`src/mdm_regs.vh`:
```
// Constants for the motor delay manager: widths, reset values, encodings.
// Assumes inclusion by bare name; definitions only.
`ifndef MDM_REGS_VH
`define MDM_REGS_VH

`define MDM_W            8
`define MDM_PRE_W        4
`define MDM_TIMER_RST    8'h00
`define MDM_TIMER_MID    8'h80
`define MDM_TIMER_MAX    8'hFF
`define MDM_SPEEDUP_LIM  8'h55
`define MDM_PRE_RST      4'h0
`define MDM_PRE_MAX      4'hF
`define MDM_PRE_MIN      4'h0
`define MDM_TES_NONE     2'h0
`define MDM_MODE_SWITCH  1'b0
`define MDM_MODE_AUTO    1'b1
`define MDM_MUL_SHIFT    8

`endif

```
`src/mdm_tick_gen.v`:
```
// Prescaled tick source for the step timer.
// Assumes one clock domain; ratio is a power-of-two exponent.
`timescale 1ns/1ps
module mdm_tick_gen (
   // Clock and reset
   input  wire       clk,
   input  wire       srst,
   // Control
   input  wire       run,
   input  wire [3:0] ratio,
   // Tick out
   output reg        tick_q
);
   reg [15:0] div_q;
   wire [15:0] div_nx = div_q + 16'h0001;
   wire [15:0] lim = (16'h0001 << ratio) - 16'h0001;

   always @(posedge clk) begin
      if (srst) begin
         div_q  <= 16'h0000;
         tick_q <= 1'b0;
      end else if (!run) begin
         div_q  <= 16'h0000;
         tick_q <= 1'b0;
      end else if (div_q >= lim) begin
         div_q  <= 16'h0000;
         tick_q <= 1'b1;
      end else begin
         div_q  <= div_nx;
         tick_q <= 1'b0;
      end
   end
endmodule

```
`src/mdm_delay_manager.v`:
```
// Motor delay manager: step timer, prescaler, capture and compare regs.
// Assumes zero-cross and demag event strobes come from same-clock logic.
`timescale 1ns/1ps
`include "mdm_regs.vh"
module mdm_delay_manager (
   // Clock and reset
   input  wire       clk,
   input  wire       srst,
   // Configuration
   input  wire       timer_clock_enable,
   input  wire       auto_commutation_select,
   input  wire       soft_commutation_enable,
   input  wire       delay_from_latest,
   input  wire [1:0] tacho_edge_select,
   input  wire [7:0] weight,
   // Software writes
   input  wire       compare_wr,
   input  wire [7:0] compare_wdata,
   input  wire       ratio_wr,
   input  wire [3:0] ratio_wdata,
   input  wire       request_wr,
   input  wire       request_inc_wdata,
   input  wire       request_dec_wdata,
   input  wire       flag_clr,
   input  wire       overflow_clr,
   input  wire       commutation_irq_mask,
   input  wire       preload_in,
   // Events
   input  wire       zero_cross_event,
   input  wire       demag_event,
   // Status
   output reg  [7:0] step_timer_q,
   output reg  [7:0] commutation_compare_q,
   output reg  [7:0] zero_cross_latest_q,
   output reg  [7:0] zero_cross_previous_q,
   output reg  [7:0] demag_capture_compare_q,
   output reg  [3:0] step_ratio_field_q,
   output reg        ratio_increment_request_q,
   output reg        ratio_decrement_request_q,
   output reg        commutation_irq_flag_q,
   output reg        timer_overflow_flag_q,
   output reg        irq_q,
   output reg        commutation_pulse_q,
   output reg        preload_active_q,
   output reg        ratio_write_refused_q,
   output reg        six_step_allowed_q
);
   // ----------------------------------------------------------------
   // Tick source
   // ----------------------------------------------------------------
   wire tick;
   mdm_tick_gen u_tick (
      .clk    (clk),
      .srst   (srst),
      .run    (timer_clock_enable),
      .ratio  (step_ratio_field_q),
      .tick_q (tick)
   );

   // ----------------------------------------------------------------
   // Decode
   // ----------------------------------------------------------------
   reg         armed_q;
   wire        auto_md  = (auto_commutation_select == `MDM_MODE_AUTO);
   wire        speed_md = (tacho_edge_select != `MDM_TES_NONE);
   wire        tes_none = ~speed_md;
   wire        at_max   = (step_timer_q == `MDM_TIMER_MAX);
   // Soft compare needs a write before it is honoured
   wire        cmp_ok   = soft_commutation_enable ? armed_q : 1'b1;
   wire        cmp_hit  = cmp_ok && tick && !speed_md &&
                          (step_timer_q + 8'h01 >= commutation_compare_q) &&
                          (auto_md || step_timer_q + 8'h01 ==
                                      commutation_compare_q);
   wire        zc_auto  = zero_cross_event && auto_md && !speed_md;
   wire        can_inc  = (step_ratio_field_q != `MDM_PRE_MAX);
   wire        can_dec  = (step_ratio_field_q != `MDM_PRE_MIN);
   wire        ap_inc   = cmp_hit && !auto_md && ratio_increment_request_q
                          && can_inc;
   wire        ap_dec   = cmp_hit && !auto_md && ratio_decrement_request_q
                          && can_dec;
   // Autoswitched overflow slows the prescaler, fast zero-cross speeds it
   wire        au_inc   = auto_md && tick && at_max && can_inc && !speed_md;
   wire        au_dec   = zc_auto && (step_timer_q < `MDM_SPEEDUP_LIM)
                          && can_dec;
   wire        sh_r     = ap_inc || au_inc;
   wire        sh_l     = ap_dec || au_dec;
   // Multiplier sees the values this zero-cross captures, so the next
   // commutation tracks the step just measured, or with delay_from_latest clear the one before it
   wire [7:0]  zc_cap   = sh_l ? {step_timer_q[6:0], 1'b0}
                               : step_timer_q;
   wire [7:0]  zc_prv   = sh_l ? {zero_cross_latest_q[6:0], 1'b0}
                               : zero_cross_latest_q;
   wire [7:0]  mul_src  = delay_from_latest ? zc_cap : zc_prv;
   wire [15:0] mul_full = weight * mul_src;
   wire [7:0]  mul_res  = mul_full[15:`MDM_MUL_SHIFT];

   // ----------------------------------------------------------------
   // Step timer and captures
   // ----------------------------------------------------------------
   always @(posedge clk) begin
      if (srst) begin
         step_timer_q          <= `MDM_TIMER_RST;
         zero_cross_latest_q   <= `MDM_TIMER_RST;
         zero_cross_previous_q <= `MDM_TIMER_RST;
         demag_capture_compare_q <= `MDM_TIMER_RST;
         timer_overflow_flag_q <= 1'b0;
      end else begin
         if (zc_auto) begin
            // Cascade captures, timer restarts
            zero_cross_latest_q   <= sh_l ? {step_timer_q[6:0], 1'b0}
                                          : step_timer_q;
            zero_cross_previous_q <= sh_l ? {zero_cross_latest_q[6:0], 1'b0}
                                          : zero_cross_latest_q;
            step_timer_q <= `MDM_TIMER_RST;
         end else if (cmp_hit && !auto_md) begin
            step_timer_q <= `MDM_TIMER_RST;
         end else if (tick) begin
            if (at_max)
               step_timer_q <= au_inc ? `MDM_TIMER_MID
                                      : `MDM_TIMER_RST;
            else
               step_timer_q <= step_timer_q + 8'h01;
         end
         if (!zc_auto && sh_r) begin
            zero_cross_latest_q   <= {1'b0, zero_cross_latest_q[7:1]};
            zero_cross_previous_q <= {1'b0, zero_cross_previous_q[7:1]};
         end else if (!zc_auto && sh_l) begin
            zero_cross_latest_q   <= {zero_cross_latest_q[6:0], 1'b0};
            zero_cross_previous_q <= {zero_cross_previous_q[6:0], 1'b0};
         end
         // Demag events only capture, never touch the timer
         if (demag_event)
            demag_capture_compare_q <= step_timer_q;
         else if (sh_r)
            demag_capture_compare_q <= {1'b0, demag_capture_compare_q[7:1]};
         else if (sh_l)
            demag_capture_compare_q <= {demag_capture_compare_q[6:0], 1'b0};
         // Set wins over clear
         if (tick && at_max && tes_none)
            timer_overflow_flag_q <= 1'b1;
         else if (overflow_clr)
            timer_overflow_flag_q <= 1'b0;
      end
   end

   // ----------------------------------------------------------------
   // Compare register and arming
   // ----------------------------------------------------------------
   always @(posedge clk) begin
      if (srst) begin
         commutation_compare_q <= `MDM_TIMER_MAX;
         armed_q               <= 1'b0;
      end else begin
         if (compare_wr) begin
            commutation_compare_q <= compare_wdata;   // any value, zero included
            armed_q               <= 1'b1;
         end else if (zc_auto && !soft_commutation_enable) begin
            commutation_compare_q <= mul_res;
            armed_q               <= 1'b0;
         end else begin
            // Any write arms the compare; a hit or soft mode being off disarms it
            if (cmp_hit || !soft_commutation_enable)
               armed_q <= 1'b0;
            if (sh_r)
               commutation_compare_q <=
                  {1'b0, commutation_compare_q[7:1]};
            else if (sh_l)
               commutation_compare_q <=
                  {commutation_compare_q[6:0], 1'b0};
         end
      end
   end

   // ----------------------------------------------------------------
   // Prescaler and requests
   // ----------------------------------------------------------------
   always @(posedge clk) begin
      if (srst) begin
         step_ratio_field_q        <= `MDM_PRE_RST;
         ratio_increment_request_q <= 1'b0;
         ratio_decrement_request_q <= 1'b0;
         ratio_write_refused_q     <= 1'b0;
      end else begin
         ratio_write_refused_q <= ratio_wr && timer_clock_enable;
         if (ratio_wr && !timer_clock_enable)
            step_ratio_field_q <= ratio_wdata;
         else if (sh_r)
            step_ratio_field_q <= step_ratio_field_q + 4'h1;
         else if (sh_l)
            step_ratio_field_q <= step_ratio_field_q - 4'h1;
         else if (speed_md && zero_cross_event && timer_clock_enable) begin
            // Speed mode adapts the ratio from the live step timer at each zero-cross while the timer clock runs
            if (step_timer_q == `MDM_TIMER_MAX && can_inc)
               step_ratio_field_q <= step_ratio_field_q + 4'h1;
            else if (step_timer_q < `MDM_SPEEDUP_LIM && can_dec)
               step_ratio_field_q <= step_ratio_field_q - 4'h1;
         end
         if (request_wr && !(request_inc_wdata && request_dec_wdata)) begin
            // Software write of both bits is ignored
            ratio_increment_request_q <= request_inc_wdata;
            ratio_decrement_request_q <= request_dec_wdata;
         end else begin
            if (cmp_hit && !auto_md && ratio_increment_request_q)
               ratio_increment_request_q <= 1'b0;
            if (cmp_hit && !auto_md && ratio_decrement_request_q)
               ratio_decrement_request_q <= 1'b0;
         end
      end
   end

   // ----------------------------------------------------------------
   // Commutation flag, preload, interrupt
   // ----------------------------------------------------------------
   always @(posedge clk) begin
      if (srst) begin
         commutation_irq_flag_q <= 1'b0;
         irq_q                  <= 1'b0;
         commutation_pulse_q    <= 1'b0;
         preload_active_q       <= 1'b0;
         six_step_allowed_q     <= 1'b0;
      end else begin
         commutation_pulse_q <= cmp_hit;
         six_step_allowed_q  <= tes_none;
         if (cmp_hit)
            preload_active_q <= preload_in;
         if (cmp_hit)
            commutation_irq_flag_q <= 1'b1;
         else if (flag_clr)
            commutation_irq_flag_q <= 1'b0;
         irq_q <= (commutation_irq_flag_q || cmp_hit)
                  && commutation_irq_mask;
      end
   end
endmodule

```
`config.mk`:
```
export PLATFORM = sky130hd
export DESIGN_NAME = mdm_delay_manager
export DESIGN_NICKNAME = d
export VERILOG_FILES = /design/src/mdm_tick_gen.v /design/src/mdm_delay_manager.v
export VERILOG_INCLUDE_DIRS = /design/src
export SDC_FILE = /design/constraint.sdc
export NUM_CORES = 1
export LEC_CHECK = 0
export ABC_AREA = 1
export BUFFER_PORTS_ARGS = -buffer_cell sky130_fd_sc_hd__buf_2
export CAP_MARGIN = 20
export CORE_AREA = 2 2 135 137
export CTS_BUF_LIST = sky130_fd_sc_hd__clkbuf_4
export CTS_CLUSTER_DIAMETER = 120
export CTS_CLUSTER_SIZE = 10
export DETAILED_ROUTE_END_ITERATION = 7
export DIE_AREA = 0 0 137 139
export GPL_TIMING_DRIVEN = 1
export PLACE_DENSITY = 0.6
export SETUP_SLACK_MARGIN = 0.2
export SYNTH_ARGS = -nofsm -noshare
export SYNTH_HDL_FRONTEND = slang
export SYNTH_SLANG_ARGS = --single-unit
export TNS_END_PERCENT = 30
```
`constraint.sdc`:
```
create_clock -name clk -period 9.6 [get_ports clk]
set_input_delay 0.96 -clock clk [delete_from_list [all_inputs] [get_ports clk]]
set_output_delay 0.96 -clock clk [all_outputs]
set_load 0.005 [all_outputs]
```
==> summary.md <==
| Metric | Value |
|---|---|
| Port Buf Inserts | `91` |
| Synth cell types | `44` |
| Unrepaired setup endpoints after global routing | `false` |
| CP required | `9.99 ns` |
| CP arrival | `7.79 ns` |
| CP startpoint | `step_timer_q[2]` |
| DR vias | `approximately 6700` |
| Tcrit/Tclk final | `0.772` |
| Slowest stage delay, CP | `0.59 ns` |
| Layout cell share with drive strength beyond 1 | `0.130` |
| Pwr/cell area | `107 nW/um^2` |
| Area grow syn2layout | `11.9%` |
| Sequential share of power | `0.382` |
| Syn nets | `1147` |
| HP Class | `flip-flop to flip-flop` |
| Seq/Total Area, Yosys | `0.206` |
| Post-Layout Cell Count | `roughly 1300` |
| Outcome | `finished clean` |
| CP max FO | `28` |
| GR Overflow Total | `0` |
| Pin slew with the least headroom to its limit | `1.07 ns` |
| Final ANT Viol Nets | `0` |
| Vias in the first global route | `approximately 6400` |
| Placed Instance Area | `around 7500 sq um` |
| Clock edge transition at the registers on the reported setup and hold paths | `roughly 0.13 ns` |
| P_leak | `between 3 and 4 nW` |
| Placer Congestion | `~0.94` |
| Vert. Die Dim | `139 um` |
| Initial drt markers | `393` |
| Setup TNS Final | `0 ns` |
| Clock Tree Root | `clkbuf_4` |
| Max Clock Freq | `roughly 130 MHz` |
| R2r startpoint | `step_timer_q[2]` |
| Clock share of power | `0.310` |
| Async S/R FF share, synth | `0` |
| Area fraction of the dominant cell type after synthesis | `0.206` |
| P_int | `between 0.5 and 0.6 mW` |
| Post-CTS resize count | `0` |
| Worst Setup End Kind | `flip-flop` |
| Leading area contributor after synthesis | `dfxtp_1` |
| Crit path launch type | `flip-flop` |
| Post-CTS Setup Bufs | `0` |
| Worst relative slew slack | `0.287` |
| Post-cts hold buffer count | `0` |
| # DRC | `0` |
| Layout Nets | `between 1000 and 1500` |
| Ys flop type | `dfxtp_1` |
| Mean Syn Cell Area | `approximately 7 sq um` |
| Sink Count | `about 70` |
| Gate power share | `0.308` |
| Post-route cell area | `between 7000 and 8000 sq um` |
| # rows | `just under 50` |
| Worst hold start | `commutation_irq_flag_q` |
| Die footprint | `~19000 sq um` |
| Crit-path slowest cell | `fa_1` |
| WL final | `approximately 19000 um` |
| Initial Util | `0.391` |
| Core ar. | `17700 sq um` |
| Width of the die | `approximately 140 um` |
| Peak supply drop | `about 0.067 mV` |
| Placed Instances | `between 1000 and 1500` |
| Net Sw Frac | `0.358` |
| CTS Buffer Depth | `2` |
| Psw | `between 0.2 and 0.3 mW` |
| EDFF count, synth | `0` |
| Endpoints failing setup | `0` |
| H-tree depth | `3` |
| Worst Skew | `0.0133 ns` |
| Yosys warns | `0` |
| DRT Pass-1 Iters | `6` |
| Max cap viols | `0` |
| Tmin final | `7.41 ns` |
| Largest net degree at the start of global routing | `30` |
| First-pass GRT wire length | `31400 um` |
| Fin. max-slew vios | `0` |
| Cell count after synthesis | `around 1000` |
| DR vias/cell | `5.09` |
| Commonest non-fill, non-tap cells in the layout | `nand2_1 (183), inv_1 (159), nor2_1 (131)` |
| Commonest non-fill, non-tap cell in the layout | `nand2_1` |
| Post-DP HPWL | `between 15000 and 20000 um` |
| Gr usage total | `0.206` |
| Wire per inst | `roughly 14 um` |
| Antenna violations before repair | `1` |
| Hold Vio Cnt, Final | `0` |
| Synth top area cells | `dfxtp_1 (21%), ha_1 (12%), fa_1 (10%), nand2_1 (9.9%), inv_1 (8.6%)` |
| Syn Std Cell Area | `just under 7000 sq um` |
| IO Pins | `between 90 and 100` |
| FF+latch count, synth | `71` |
| Total CTS buffers | `9` |
| Worst setup path category | `flip-flop to flip-flop` |
| CTS tree | `built` |
| Clock Latency Late Sink | `0.48 ns` |
| Cell mode on critical path | `nand2_1` |
==> registers in the layout, indices dropped and copies added, names as in the netlist <==
name / count
u_tick.div_q: 16
commutation_compare_q: 8
demag_capture_compare_q: 8
step_timer_q: 8
zero_cross_latest_q: 8
zero_cross_previous_q: 8
step_ratio_field_q: 4
armed_q: 1
commutation_irq_flag_q: 1
commutation_pulse_q: 1
irq_q: 1
preload_active_q: 1
ratio_decrement_request_q: 1
ratio_increment_request_q: 1
ratio_write_refused_q: 1
six_step_allowed_q: 1
timer_overflow_flag_q: 1
u_tick.tick_q: 1
==> area by class of cell <==
| cell class | instances | area [sq um] |
|---|---|---|
| Antenna cell | 1 | 2.50 |
| Clock buffer | 9 | 67.6 |
| Clock inverter | 7 | 121 |
| Fill cell | 1927 | 9920 |
| Inverter | 166 | 623 |
| Multi-Input combinational cell | 745 | 4750 |
| Sequential cell | 71 | 1420 |
| Tap cell | 229 | 287 |
| Timing Repair Buffer | 92 | 463 |
==> kinds of logic (layout without fill, tap and decap cells) <==
family | Yosys count | in the layout | synth area share
buffers and inverters | 189 | 274 | 0.107
XOR/XNOR | 35 | 35 | 0.0444
AO/OA/AOI/OAI | 176 | 176 | 0.141
flip-flops | 71 | 71 | 0.206
multiplexers | 3 | 3 | 0.00434
AND/OR/NAND/NOR | 428 | 428 | 0.272
other | 0 | 1 | 0
adder cells (fa/ha/maj) | 103 | 103 | 0.224
==> synthesized netlist by cell type, drive strengths merged, types with 3 or more instances <==
cell	number
dfxtp	71
xnor2	9
xor2	26
nor2	139
nand4	10
inv	164
ha	68
nor3	20
nor4	4
a221oi	6
o21ai	65
fa	35
mux2i	3
a21oi	65
nand3	55
a31oi	21
or2	7
nand2	192
buf	15
clkbuf	8
o211ai	8
==> routing by layer <==
metal,up-vias,part of all wire,GRT usage
li1,3420,-,-
met1,3132,0.45,0.262
met2,144,0.48,0.349
met3,29,0.040,0.0387
met4,0,0.021,0.0635
met5,-,0,0
==> power groups by stage <==
stage | sequential, mW | clock (mW) | combinational, mW
after floorplan | 0.318 | 0 | 0.191
after global placement | 0.322 | 0 | 0.253
after detailed placement | 0.322 | 0 | 0.256
final | 0.316 | 0.257 | 0.255
after global routing | 0.317 | 0.271 | 0.299
after CTS | 0.316 | 0.261 | 0.258
==> per-stage QoR <==
step / hold WS, ns / setup slack [ns] / util / total power [mW]
after CTS: 0.471 / 2.23 / 0.438 / 0.835
after global routing: 0.491 / 1.47 / 0.438 / 0.887
after global placement: 0.450 / 2.46 / 0.427 / 0.575
final: 0.470 / 2.19 / 0.438 / 0.827
after detailed placement: 0.453 / 2.27 / 0.427 / 0.578
after floorplan: 0.430 / 3.23 / - / 0.509
==> path summary, 6_finish.rpt <==
| path | end | slack (ns) | cells past startpoint |
|---|---|---|---|
| worst max-delay path | commutation_compare_q[7] | 2.19 | 31 |
| worst min register to register | irq_q | 0.47 | 2 |
| worst max register to register | commutation_compare_q[7] | 2.19 | 31 |
| worst min-delay path | irq_q | 0.47 | 2 |
==> worst max-delay path, delay by kind of cell (launching register included) <==
family          cells  cell delay, ns
fa+ha+maj           6            2.79
simple gates       16            2.20
compound gates      4            0.92
mux                 1            0.54
flops               1            0.49
buf+inv             3            0.21
xor+xnor            1            0.15
Note: power is estimated with default switching activity, not from simulation.
